===== src/verilog/bat_regs.svh =====
/*
  Constants of the biphase audio transmit framer: cell positions, preamble
  line patterns, counter limits and reset values.
  Assumes inclusion by bare name from the package, the builder, the framer and the bench.
*/
`ifndef BAT_REGS_SVH
`define BAT_REGS_SVH

// subframe geometry, two line states per cell
`define BAT_CELLS 32
`define BAT_LAST_HALF 6'h3f
`define BAT_PRE_HALVES 6'h08

// cell positions inside a subframe
`define BAT_CELL_AUX_LO 4
`define BAT_CELL_AUX_HI 7
`define BAT_CELL_LSB24 4
`define BAT_CELL_LSB20 8
`define BAT_CELL_MSB 27
`define BAT_CELL_V 28
`define BAT_CELL_U 29
`define BAT_CELL_C 30
`define BAT_CELL_P 31

// source sample width
`define BAT_SAMPLE_W 24
`define BAT_FULL_BITS 5'h18

// preamble line states, first state in bit 7, prior level 0
`define BAT_PRE_BLOCK 8'he8
`define BAT_PRE_FIRST 8'he2
`define BAT_PRE_SECOND 8'he4

// channel-status block length in frames
`define BAT_FRAMES_PER_BLOCK 192
`define BAT_LAST_FRAME 8'hbf

// line level after reset and between frames
`define BAT_IDLE_LEVEL 1'b0

`endif


===== src/verilog/bat_pkg.sv =====
/*
  Types of the biphase audio transmit framer: state enum, state struct and
  the parity helper.
  Assumes bat_regs.svh is reachable on the include path.
*/
`include "bat_regs.svh"

package bat_pkg;

  // gray codes along idle -> run -> underrun
  typedef enum logic [1:0] {
    st_idle = 2'b00,
    st_run = 2'b01,
    st_under = 2'b11
  } bat_state_e;

  typedef struct packed {
    bat_state_e st;
    logic [5:0] half;
    logic sub;
    logic [7:0] frame;
    logic line;
    logic oe;
    logic [31:0] cur_word;
    logic [31:0] nxt_word;
    logic take;
    logic under;
    logic blk;
  } bat_state_s;

  // even parity over cells 4..30, so cells 4..31 hold an even count of ones
  function automatic logic bat_even_parity(input logic [26:0] cells);
    bat_even_parity = ^cells;
  endfunction : bat_even_parity

endpackage : bat_pkg


===== src/verilog/bat_subframe_build.sv =====
/*
  Combinational builder of the 32 payload cells of one subframe.
  Assumes an MSB-justified 24-bit sample; cells 0..3 stay zero and are
  replaced by the preamble in the framer.
*/
`timescale 1ns/10ps
`include "bat_regs.svh"

module bat_subframe_build import bat_pkg::*; (
  // sample and its format
  input wire logic [23:0] sample,
  input wire logic [4:0] src_bits,
  input wire logic word_24,
  input wire logic [3:0] aux,
  // side bits
  input wire logic validity,
  input wire logic user_bit,
  input wire logic chan_status,
  // built cells, index = cell number
  output logic [31:0] word
);

  logic [4:0] drop;
  logic [23:0] clean;

  // mask, place and protect the word
  always_comb begin
    drop = 5'h00;
    if (src_bits != 5'h00 && src_bits < `BAT_FULL_BITS) begin
      drop = `BAT_FULL_BITS - src_bits; // zero or oversize width means full
    end
    clean = sample & (24'hffffff << drop);
    word = 32'h0000_0000;
    if (word_24) begin
      word[`BAT_CELL_MSB:`BAT_CELL_LSB24] = clean;
    end else begin
      word[`BAT_CELL_MSB:`BAT_CELL_LSB20] = clean[23:4];
      word[`BAT_CELL_AUX_HI:`BAT_CELL_AUX_LO] = aux;
    end
    word[`BAT_CELL_V] = validity;
    word[`BAT_CELL_U] = user_bit;
    word[`BAT_CELL_C] = chan_status;
    word[`BAT_CELL_P] = bat_even_parity(word[30:4]);
  end

endmodule : bat_subframe_build


===== src/verilog/bat_framer.sv =====
/*
  Biphase audio transmit framer: builds two subframes per frame with
  preambles and drives them biphase-mark coded on the serial data pin.
  Assumes clk_sys is the serial bit clock (128 times the frame rate), made
  inside the device, and that the sample source sits on the same clock.
*/
`timescale 1ns/10ps
`include "bat_regs.svh"

module bat_framer import bat_pkg::*; (
  // clock and reset
  input wire logic clk_sys,
  input wire logic srst,
  // control, same clock domain
  input wire logic digital_audio_transmit_mode,
  input wire logic word_24,
  input wire logic [4:0] src_bits,
  input wire logic mono,
  input wire logic mono_dup,
  // sample source, held until taken
  input wire logic sample_valid,
  input wire logic [23:0] left_sample,
  input wire logic [23:0] right_sample,
  input wire logic [3:0] left_aux,
  input wire logic [3:0] right_aux,
  input wire logic left_validity,
  input wire logic right_validity,
  input wire logic left_user,
  input wire logic right_user,
  input wire logic left_cs,
  input wire logic right_cs,
  // sample handshake
  output logic sample_take,
  // serial line
  output logic serial_data_pin,
  output logic serial_data_oe,
  // status pulses
  output logic underrun,
  output logic block_start
);

  bat_state_s r;
  bat_state_s next_r;
  logic [31:0] left_word;
  logic [31:0] right_word;
  logic [23:0] sec_sample;
  logic [3:0] sec_aux;
  logic sec_validity;
  logic [7:0] pre_code;
  logic data_bit;
  logic enable;

  assign enable = digital_audio_transmit_mode;

  // mono: second subframe repeats the first's sample, aux and validity or carries an invalid zero word
  always_comb begin
    sec_sample = right_sample;
    sec_aux = right_aux;
    sec_validity = right_validity;
    if (mono) begin
      sec_sample = mono_dup ? left_sample : 24'h000000;
      sec_aux = mono_dup ? left_aux : 4'h0;
      sec_validity = mono_dup ? left_validity : 1'b1;
    end
  end

  // one builder per subframe of the frame
  bat_subframe_build u_left (
    .sample(left_sample),
    .src_bits(src_bits),
    .word_24(word_24),
    .aux(left_aux),
    .validity(left_validity),
    .user_bit(left_user),
    .chan_status(left_cs),
    .word(left_word)
  );

  bat_subframe_build u_right (
    .sample(sec_sample),
    .src_bits(src_bits),
    .word_24(word_24),
    .aux(sec_aux),
    .validity(sec_validity),
    .user_bit(right_user),
    .chan_status(right_cs),
    .word(right_word)
  );

  // preamble choice for the subframe in flight
  always_comb begin
    if (r.sub) begin
      pre_code = `BAT_PRE_SECOND;
    end else if (r.frame == 8'h00) begin
      pre_code = `BAT_PRE_BLOCK;
    end else begin
      pre_code = `BAT_PRE_FIRST;
    end
  end

  // cell being coded; half[5:1] is the cell number
  assign data_bit = r.cur_word[r.half[5:1]];

  // next state: the whole framer lives in one struct
  always_comb begin
    next_r = r;
    next_r.take = 1'b0;
    next_r.under = 1'b0;
    next_r.blk = 1'b0;
    case (r.st)
      st_idle: begin
        next_r.line = `BAT_IDLE_LEVEL;
        next_r.oe = enable;
        next_r.frame = 8'h00;
        if (enable && sample_valid) begin
          next_r.st = st_run;
          next_r.half = 6'h00;
          next_r.sub = 1'b0;
          next_r.cur_word = left_word;
          next_r.nxt_word = right_word;
          next_r.take = 1'b1;
        end
      end
      st_run: begin
        next_r.oe = 1'b1;
        // preamble bypasses the coder, one line state per clock
        if (r.half < `BAT_PRE_HALVES) begin
          next_r.line = pre_code[3'h7 - r.half[2:0]];
        end else if (!r.half[0]) begin
          next_r.line = ~r.line;
        end else begin
          next_r.line = data_bit ? ~r.line : r.line;
        end
        if (r.half == 6'h00 && !r.sub && r.frame == 8'h00) begin
          next_r.blk = 1'b1;
        end
        next_r.half = r.half + 6'h01;
        if (r.half == `BAT_LAST_HALF) begin
          if (!r.sub) begin
            next_r.sub = 1'b1;
            next_r.cur_word = r.nxt_word;
          end else begin
            // frame boundary: the only point in st_run where a new sample is taken
            next_r.sub = 1'b0;
            next_r.frame = (r.frame == `BAT_LAST_FRAME) ? 8'h00 : r.frame + 8'h01;
            if (!enable) begin
              next_r.st = st_idle;
            end else if (sample_valid) begin
              next_r.cur_word = left_word;
              next_r.nxt_word = right_word;
              next_r.take = 1'b1;
            end else begin
              next_r.st = st_under;
              next_r.under = 1'b1;
            end
          end
        end
      end
      st_under: begin
        // parity leaves the line low anyway; forcing it guards a stale level
        next_r.line = `BAT_IDLE_LEVEL;
        next_r.oe = 1'b1;
        if (!enable) begin
          next_r.st = st_idle;
        end else if (sample_valid) begin
          next_r.st = st_run;
          next_r.half = 6'h00;
          next_r.cur_word = left_word;
          next_r.nxt_word = right_word;
          next_r.take = 1'b1;
        end
      end
      default: begin
        next_r.st = st_idle;
      end
    endcase
  end

  // single register bank, clk_sys is the internally made bit clock
  always_ff @(posedge clk_sys) begin
    if (srst) begin
      r <= '0;
    end else begin
      r <= next_r;
    end
  end

  // outputs straight from the state flops
  assign serial_data_pin = r.line;
  assign serial_data_oe = r.oe;
  assign sample_take = r.take;
  assign underrun = r.under;
  assign block_start = r.blk;
endmodule : bat_framer


===== config.mk =====
export PLATFORM = sky130hd
export DESIGN_NAME = bat_framer
export DESIGN_NICKNAME = d
export VERILOG_FILES = /design/src/verilog/bat_pkg.sv /design/src/verilog/bat_subframe_build.sv /design/src/verilog/bat_framer.sv
export VERILOG_INCLUDE_DIRS = /design/src /design/src/verilog
export SDC_FILE = /design/constraint.sdc
export NUM_CORES = 1
export LEC_CHECK = 0
export ABC_AREA = 1
export BUFFER_PORTS_ARGS = -buffer_cell sky130_fd_sc_hd__buf_2
export CELL_PAD_IN_SITES_DETAIL_PLACEMENT = 1
export CELL_PAD_IN_SITES_GLOBAL_PLACEMENT = 1
export CORE_MARGIN = 10
export CORE_UTILIZATION = 30
export DETAILED_ROUTE_END_ITERATION = 10
export HOLD_SLACK_MARGIN = 0.08
export PLACE_DENSITY = 0.65
export SLEW_MARGIN = 20
export SYNTH_ARGS = -nofsm -noshare
export SYNTH_HDL_FRONTEND = slang
export SYNTH_SLANG_ARGS = --single-unit

===== constraint.sdc =====
create_clock -name clk_sys -period 2.7 [get_ports clk_sys]
set_input_delay 0.27 -clock clk_sys [delete_from_list [all_inputs] [get_ports clk_sys]]
set_output_delay 0.27 -clock clk_sys [all_outputs]
set_load 0.01 [all_outputs]

==> impl_metrics.csv, run 1 <==
group,metric,value,unit
place,routabilityCongestion,0.863,
cts,cts_root_buffer,"clkbuf_16",
grt,first_global_vias,8023,
floorplan,die_h,169,um
floorplan,ioPinCount,79,
synthesis,synth_area_per_cell,5.94,um2
layout,layout-drive-gt1-share,21.0,%
synthesis,syn-cell-area,0.00670,mm2
setup_path,reg2regPathDepth,15,
timing,finalSetupViolations,0,
grt,grt_pass1_wl,41700,um
setup_path,required,2.98,ns
cts,clock_latency,0.35,ns
place,placed_area,0.00798,mm2
synthesis,ys_seq_area_share,25.7,%
timing,min_period_over_period,93.0,%
synthesis,synth_top_area_share,25.7,%
timing,fin_crit,2.51,ns
setup_path,setup.worst_path.end_class,"flop",
synthesis,synthSimpleGateAreaFrac,39.0,%
setup_path,r2r-end,"r[31]$_SDFFE_PP0P_",
layout,final_cell_mix,"nand2_1 (359), inv_1 (115), a21oi_1 (102)",
synthesis,syn-num-nets,1206,
route,vias,7868,
setup_path,crit_path_frequent_cell,"nor2_1",
synthesis,ys_types,51,
layout,antenna_cells,0,
timing,setup-tns-final,0,ns
setup_path,crit_path_cell_trace,"ha_1 -> nand2_1 -> nor2_1 -> nand2_1 -> nor2_4 -> nor2_1 -> nor2_1 -> inv_1 -> nor2_2 -> inv_1 -> nor2_2 -> buf_4 -> inv_2 -> or2_2 -> a21oi_1",
timing,relSlewSlack,44.5,%
cts,cts_tree,"built",
setup_path,reg2reg_from,"r[78]$_SDFFE_PP0P_",
grt,grt_max_degree,71,
grt,grt_util_all_layers,17.6,%
synthesis,yosys.area_share.adder,0.934,%
cts,h-tree-depth,3,
setup_path,criticalPathCategory,"flop to flop",
place,dpl.hpwl,20400,um
layout,area_growth,27.1,%
synthesis,ys_seq_elements,86,
cts,clock_path_buffers,2,
cts,clock_sinks,86,
setup_path,cp_max_fo,6,
synthesis,synth_top_family_by_area,"simple AND/OR/NAND/NOR gates",
power_and_ir_drop,power_density,521,mW/mm2
floorplan,core,0.0219,mm2
worst_hold_path,worstHoldStart,"right_cs",
timing,slew_viol_final,0,
route,wl_per_cell,16.7,um
synthesis,synth-compound-area-share,21.6,%
synthesis,synth_area_leaders,"dfxtp_1 (26%), nand2_1 (20%), a21oi_1 (7.8%)",
floorplan,floorplan.die.width,169,um
run_status,status,"finished clean",
synthesis,synth.area.mux_share,0,%
layout,fin_nets,1352,
synthesis,synth_async_sr_flop_share,0,%
timing,fmax,398,MHz
synthesis,yosysTopAreaCell,"dfxtp_1",
cts,cts_buffers,9,
grt,antenna_found_initial,0,
run,drv_cap,0,
route,ant_nets,0,
floorplan,num_rows,54,
route,wl,26000,um
layout,fin_area,0.00852,mm2
power_and_ir_drop,ir_drop,0.000335,V
setup_path,crit_slowest_cell,"dfxtp_2",
synthesis,ys.flop_type,"dfxtp_1",
worst_hold_path,holdPathStages,3,
power_and_ir_drop,leakage,3.84,nW
timing,worst_pin_slew,0.832,ns
route,met3_wirelength,713,um
route,vias_per_cell,5.05,
synthesis,synth_edf_count,0,
grt,grt_overflow,0,
synthesis,synth_xor_xnor_area_share,2.34,%
setup_path,start_kind,"flop",
setup_path,r2r_slack,0.19,ns
layout,final_common_cell,"nand2_1",
setup_path,cp.arrival,2.79,ns
worst_hold_path,min_to,"r[33]$_SDFFE_PP0P_",
worst_hold_path,worstHoldPathType,"primary input to flop",
route,highest_layer,"met4",
floorplan,initial_core_util,30.6,%
synthesis,syn_inst,1127,
timing,skew,0.0131,ns
timing,finalHoldViolations,0,
route,met1Wirelength,12500,um
synthesis,yosysWarnings,0,
route,met2_length,12500,um
place,port_buffers,78,
timing,timing.hold.ws,0.204,ns
setup_path,critPathMaxStageDelay,0.36,ns
cts,clk_pin_slew,0.07,ns
route,drc_errors,0,
floorplan,dieArea,0.0287,mm2
route,drt-initial-drc-count,422,
route,firstDrtPassIters,5,
cts,cts_hold_buf,0,
==> metrics by stage <==
stage	setup slack, ns	cells	util, %	total power (W)
final	0.188	1558	38.9	0.00444
after global routing	-0.0251	1558	38.9	0.00473
after CTS	0.0935	1549	37.8	0.00441
after detailed placement	-0.268	1533	36.4	0.00311
after global placement	-0.167	1533	36.4	0.00307
after floorplan	0.281	1127	-	0.00243
==> layout make-up <==
cell class	instances	area, um2
fillers	2967	13400
multi-input cells	863	4410
flip-flops and latches	86	1720
repair buffers	182	1230
inverters	131	492
well taps	280	350
clock buffers	9	225
clock inverters	7	80.1
==> Yosys cell counts, types with 2 or more instances <==
library cell / count
xor2_1: 8
nand4_1: 18
o22ai_1: 3
nand3b_1: 2
o31ai_1: 5
buf_2: 2
nor2_1: 90
o211ai_1: 28
clkbuf_1: 41
or2_2: 2
nor2_4: 2
nor2_2: 7
a221oi_1: 5
a31oi_1: 3
nand2_2: 16
nor4_1: 4
o21ai_0: 46
nand2_1: 362
o2111ai_1: 5
inv_1: 118
inv_2: 9
a32o_1: 8
a22oi_1: 7
a211oi_1: 2
dfxtp_1: 86
nand3_1: 81
nand2_4: 3
ha_1: 5
xnor2_1: 8
nor3_1: 10
nand3_2: 5
o32ai_1: 8
buf_1: 2
clkinv_1: 4
a22o_1: 3
a21oi_1: 104
==> registers in the layout, indices dropped and copies added, names as in the netlist <==
| signal | flops |
|---|---|
| block_start | 1 |
| serial_data_oe | 1 |
| r | 81 |
| serial_data_pin | 1 |
| sample_take | 1 |
| underrun | 1 |
==> repair_timing <==
item,CTS,global route
setup endpoints to repair,0,44
setup buffers,0,9
gates resized for setup,0,32
==> power by group <==
part | switching (W) | internal [W] | leakage [nW] | total, W
Combinational | 0.00113 | 0.000610 | 3.00 | 0.00174
Sequential | 0.0000536 | 0.00134 | 0.697 | 0.00140
Clock | 0.000572 | 0.000727 | 0.143 | 0.00130
Total | 0.00176 | 0.00268 | 3.84 | 0.00444
==> worst max-delay path, delay by kind of cell (launching register included) <==
| kind | cells | cell delay [ns] |
|---|---|---|
| AO/OA/AOI/OAI | 1 | 0.12 |
| adder cells (fa/ha/maj) | 1 | 0.17 |
| buffers and inverters | 4 | 0.49 |
| flip-flops | 1 | 0.36 |
| AND/OR/NAND/NOR | 9 | 1.30 |
==> how the worst max path moves through the flow <==
stage	from	slack [ns]	depth (start not counted)	endpoint
6_report	r[78]$_SDFFE_PP0P_	0.19	15	r[31]$_SDFFE_PP0P_
5_1_grt	src_bits[0]	-0.03	25	r[66]$_SDFFE_PP0P_
4_1_cts	src_bits[0]	0.09	23	r[66]$_SDFFE_PP0P_
3_5_place_dp	src_bits[0]	-0.27	23	r[66]$_SDFFE_PP0P_
3_3_place_gp	src_bits[0]	-0.17	21	r[34]$_SDFFE_PP0P_
2_1_floorplan	src_bits[0]	0.28	25	r[34]$_SDFFE_PP0P_
==> cell families (layout without fill, tap and decap cells) <==
logic type	Yosys count	after routing
flops	86	86
buf+inv	178	329
xor+xnor	17	17
fa+ha+maj	5	5
simple gates	606	606
compound gates	235	235
==> per-layer routing <==
metal | global-route usage, % | vias to the layer above
li1 | - | 4023
met1 | 22.7 | 3697
met2 | 30.4 | 127
met3 | 2.22 | 21
met4 | 3.83 | 0
met5 | 0 | -
Note: power is estimated with default switching activity, not from simulation.
==> run 2: changes to the inputs <==
--- a/config.mk
+++ b/config.mk
@@ -6,7 +6,6 @@
 export SDC_FILE = /design/constraint.sdc
 export NUM_CORES = 1
 export LEC_CHECK = 0
-export ABC_AREA = 1
 export BUFFER_PORTS_ARGS = -buffer_cell sky130_fd_sc_hd__buf_2
 export CELL_PAD_IN_SITES_DETAIL_PLACEMENT = 1
 export CELL_PAD_IN_SITES_GLOBAL_PLACEMENT = 1
@@ -14,7 +13,7 @@
 export CORE_UTILIZATION = 30
 export DETAILED_ROUTE_END_ITERATION = 10
 export HOLD_SLACK_MARGIN = 0.08
-export PLACE_DENSITY = 0.65
+export PLACE_DENSITY = 0.63
 export SLEW_MARGIN = 20
 export SYNTH_ARGS = -nofsm -noshare
 export SYNTH_HDL_FRONTEND = slang
==> impl_metrics.csv, run 2 <==
group,metric,value,unit
run_status,status,"finished with violations",
run_status,violations,"negative setup slack",
synthesis,synth_area_leaders,"dfxtp_1 (29%), a21oi_1 (6.4%), nor2_1 (6.1%)",
floorplan,ioPinCount,79,
power_and_ir_drop,leakage,3.14,nW
layout,antenna_cells,0,
synthesis,synth_edf_count,0,
synthesis,synth_top_area_share,28.5,%
layout,final_cell_mix,"buf_4 (127), nor2_1 (89), nand2_1 (81)",
cts,cts_hold_buf,0,
place,placed_area,0.00696,mm2
cts,h-tree-depth,3,
place,routabilityCongestion,0.906,
synthesis,ys_types,74,
timing,min_period_over_period,101,%
timing,fin_crit,2.73,ns
route,drc_errors,0,
setup_path,start_kind,"primary input",
layout,layout-drive-gt1-share,33.6,%
setup_path,criticalPathCategory,"primary input to flop",
grt,antenna_found_initial,0,
floorplan,die_h,155,um
layout,final_cell_count_no_fill,1125,
synthesis,ys_seq_elements,78,
setup_path,setup.worst_path.end_class,"flop",
route,ant_nets,0,
place,preCtsSetupSlack,-0.434,ns
layout,area_growth,39.7,%
timing,setup_ws,-0.0267,ns
setup_path,reg2regPathDepth,10,
grt,grt_overflow,0,
synthesis,syn-cell-area,0.00547,mm2
cts,cts_root_buffer,"clkbuf_16",
layout,fin_nets,970,
timing,relSlewSlack,63.9,%
power_and_ir_drop,ir_drop,0.000322,V
synthesis,ys_seq_area_share,28.5,%
route,vias,5876,
setup_path,required,2.96,ns
synthesis,yosysWarnings,0,
worst_hold_path,worstHoldPathType,"primary input to flop",
place,dpl.hpwl,17200,um
synthesis,synth_area_per_cell,7.59,um2
floorplan,num_rows,49,
worst_hold_path,holdPathStages,3,
layout,fin_area,0.00764,mm2
place,dpl.cell_count,1103,
cts,clock_path_buffers,2,
run,drv_cap,0,
cts,clk_pin_slew,0.07,ns
synthesis,ys.flop_type,"dfxtp_1",
grt,grt_max_degree,53,
route,wl,21400,um
floorplan,initial_core_util,30.5,%
cts,cts_buffers,9,
timing,finalSetupViolations,1,
route,vias_per_cell,5.22,
layout,largest_register_ffs,73,
timing,finalHoldViolations,0,
route,firstDrtPassIters,4,
layout,regMostFlops,"r",
grt,grt_util_all_layers,17.5,%
power_and_ir_drop,fin_total_pwr,0.00386,W
floorplan,core,0.0180,mm2
synthesis,synth_async_sr_flop_share,0,%
timing,worst_pin_slew,0.536,ns
cts,clock_latency,0.35,ns
synthesis,synth_most_common_cell,"nor2_1",
floorplan,floorplan.die.width,155,um
synthesis,yosysTopAreaCell,"dfxtp_1",
power_and_ir_drop,power_density,505,mW/mm2
synthesis,syn-num-nets,800,
cts,cts_tree,"built",
floorplan,dieArea,0.0240,mm2
setup_path,cp_max_fo,8,
place,port_buffers,78,
grt,first_global_vias,6360,
timing,slew_viol_final,0,
cts,clock_sinks,78,
timing,fmax,367,MHz
timing,rsz0062_at_grt,"yes",
timing,skew,0.0136,ns
grt,grt_pass1_wl,34300,um
synthesis,syn_inst,721,
synthesis,ys_top_cells_by_count,"nor2_1 (89), nand2_1 (83), dfxtp_1 (78)",
layout,final_common_cell,"buf_4",
route,drt-initial-drc-count,245,
setup_path,cp.arrival,2.99,ns
layout,utilization,42.5,%
route,wl_per_cell,19.1,um
-- run 2: changes by cell type in the layout (fill, tap and decap cells not counted), moves of 14 or more --
| cell | before | now |
|---|---|---|
| nand4_1 | 18 | 4 |
| nand2_2 | 17 | 2 |
| a21oi_1 | 102 | 63 |
| xnor2_1 | 7 | 27 |
| o211ai_1 | 28 | 4 |
| inv_1 | 115 | 25 |
| nor2b_1 | 0 | 18 |
| nand3_1 | 77 | 26 |
| nand2b_1 | 0 | 18 |
| nand2_1 | 359 | 81 |
| o21ai_0 | 44 | 24 |
| buf_4 | 99 | 127 |
-- run 2: logic make-up (layout without fill, tap and decap cells) --
logic type / count (synthesis) / count (layout) / synth area share (%)
and+or+nand+nor: 294 / 294 / 25.7
AOI/OAI and AO/OA: 196 / 196 / 23.8
buffers and inverters: 81 / 256 / 6.40
DFF: 78 / 78 / 28.5
xor gates and xnor gates: 58 / 58 / 10.9
muxes: 9 / 9 / 3.48
adders and majority gates: 5 / 5 / 1.14
-- run 2: worst paths after layout --
| check | start | to | slack (ns) |
|---|---|---|---|
| setup / recovery | src_bits[0] | r[34]$_SDFFE_PP0P_ | -0.03 |
| setup reg to reg | r[78]$_SDFFE_PP0P_ | r[45]$_SDFFE_PP0P_ | 0.33 |
| hold reg to reg | r[23]$_SDFFE_PP0P_ | r[23]$_SDFFE_PP0P_ | 0.45 |
| hold / removal | right_cs | r[33]$_SDFFE_PP0P_ | 0.19 |
-- run 2: final cells by class --
cell class              instances  area, um2
flip-flops and latches         78       1560
repair buffers                213       1490
clock buffers                  10        239
well taps                     229        287
fillers                      2199      10300
clock inverters                 6        116
inverters                      27        111
multi-input cells             562       3830
-- run 2: per-stage QoR --
| step | hold slack, ns | TNS [ns] |
|---|---|---|
| 2_1_floorplan | 0.406 | -0.0851 |
| 3_3_place_gp | 0.441 | -0.681 |
| 3_5_place_dp | 0.448 | -0.793 |
| 4_1_cts | 0.177 | 0 |
| 5_1_grt | 0.187 | -0.161 |
| 6_report | 0.188 | -0.0267 |
-- run 2: layer usage --
| metal | global-route usage, % | wire length, um | vias up |
|---|---|---|---|
| met2 | 29.9 | 10500 | 104 |
| met5 | 0 | 0 | - |
| met1 | 22.1 | 9780 | 2876 |
| met3 | 2.92 | 710 | 25 |
| li1 | - | - | 2871 |
| met4 | 4.90 | 414 | 0 |
-- run 2: worst max-delay path, stage by stage --
cell	delay, ns
buf_8	0.11
inv_8	0.04
ha_4	0.17
or3b_4	0.43
a2bb2oi_4	0.19
o21ai_4	0.20
a31oi_4	0.13
xor2_2	0.18
xnor3_1	0.36
xnor2_1	0.22
xnor3_1	0.44
a211oi_2	0.25
-- run 2: repair_timing --
action / CTS / global route
setup endpoints to repair: 2 / 4
pin swaps: 1 / 27
gates resized for setup: 6 / 46
setup buffers: 0 / 8
hold endpoints to repair: 0 / 0
-- run 2: where the power goes --
group          switching (W)  internal [W]
combinational       0.000560      0.000622
clock               0.000512      0.000935
sequential         0.0000341       0.00120
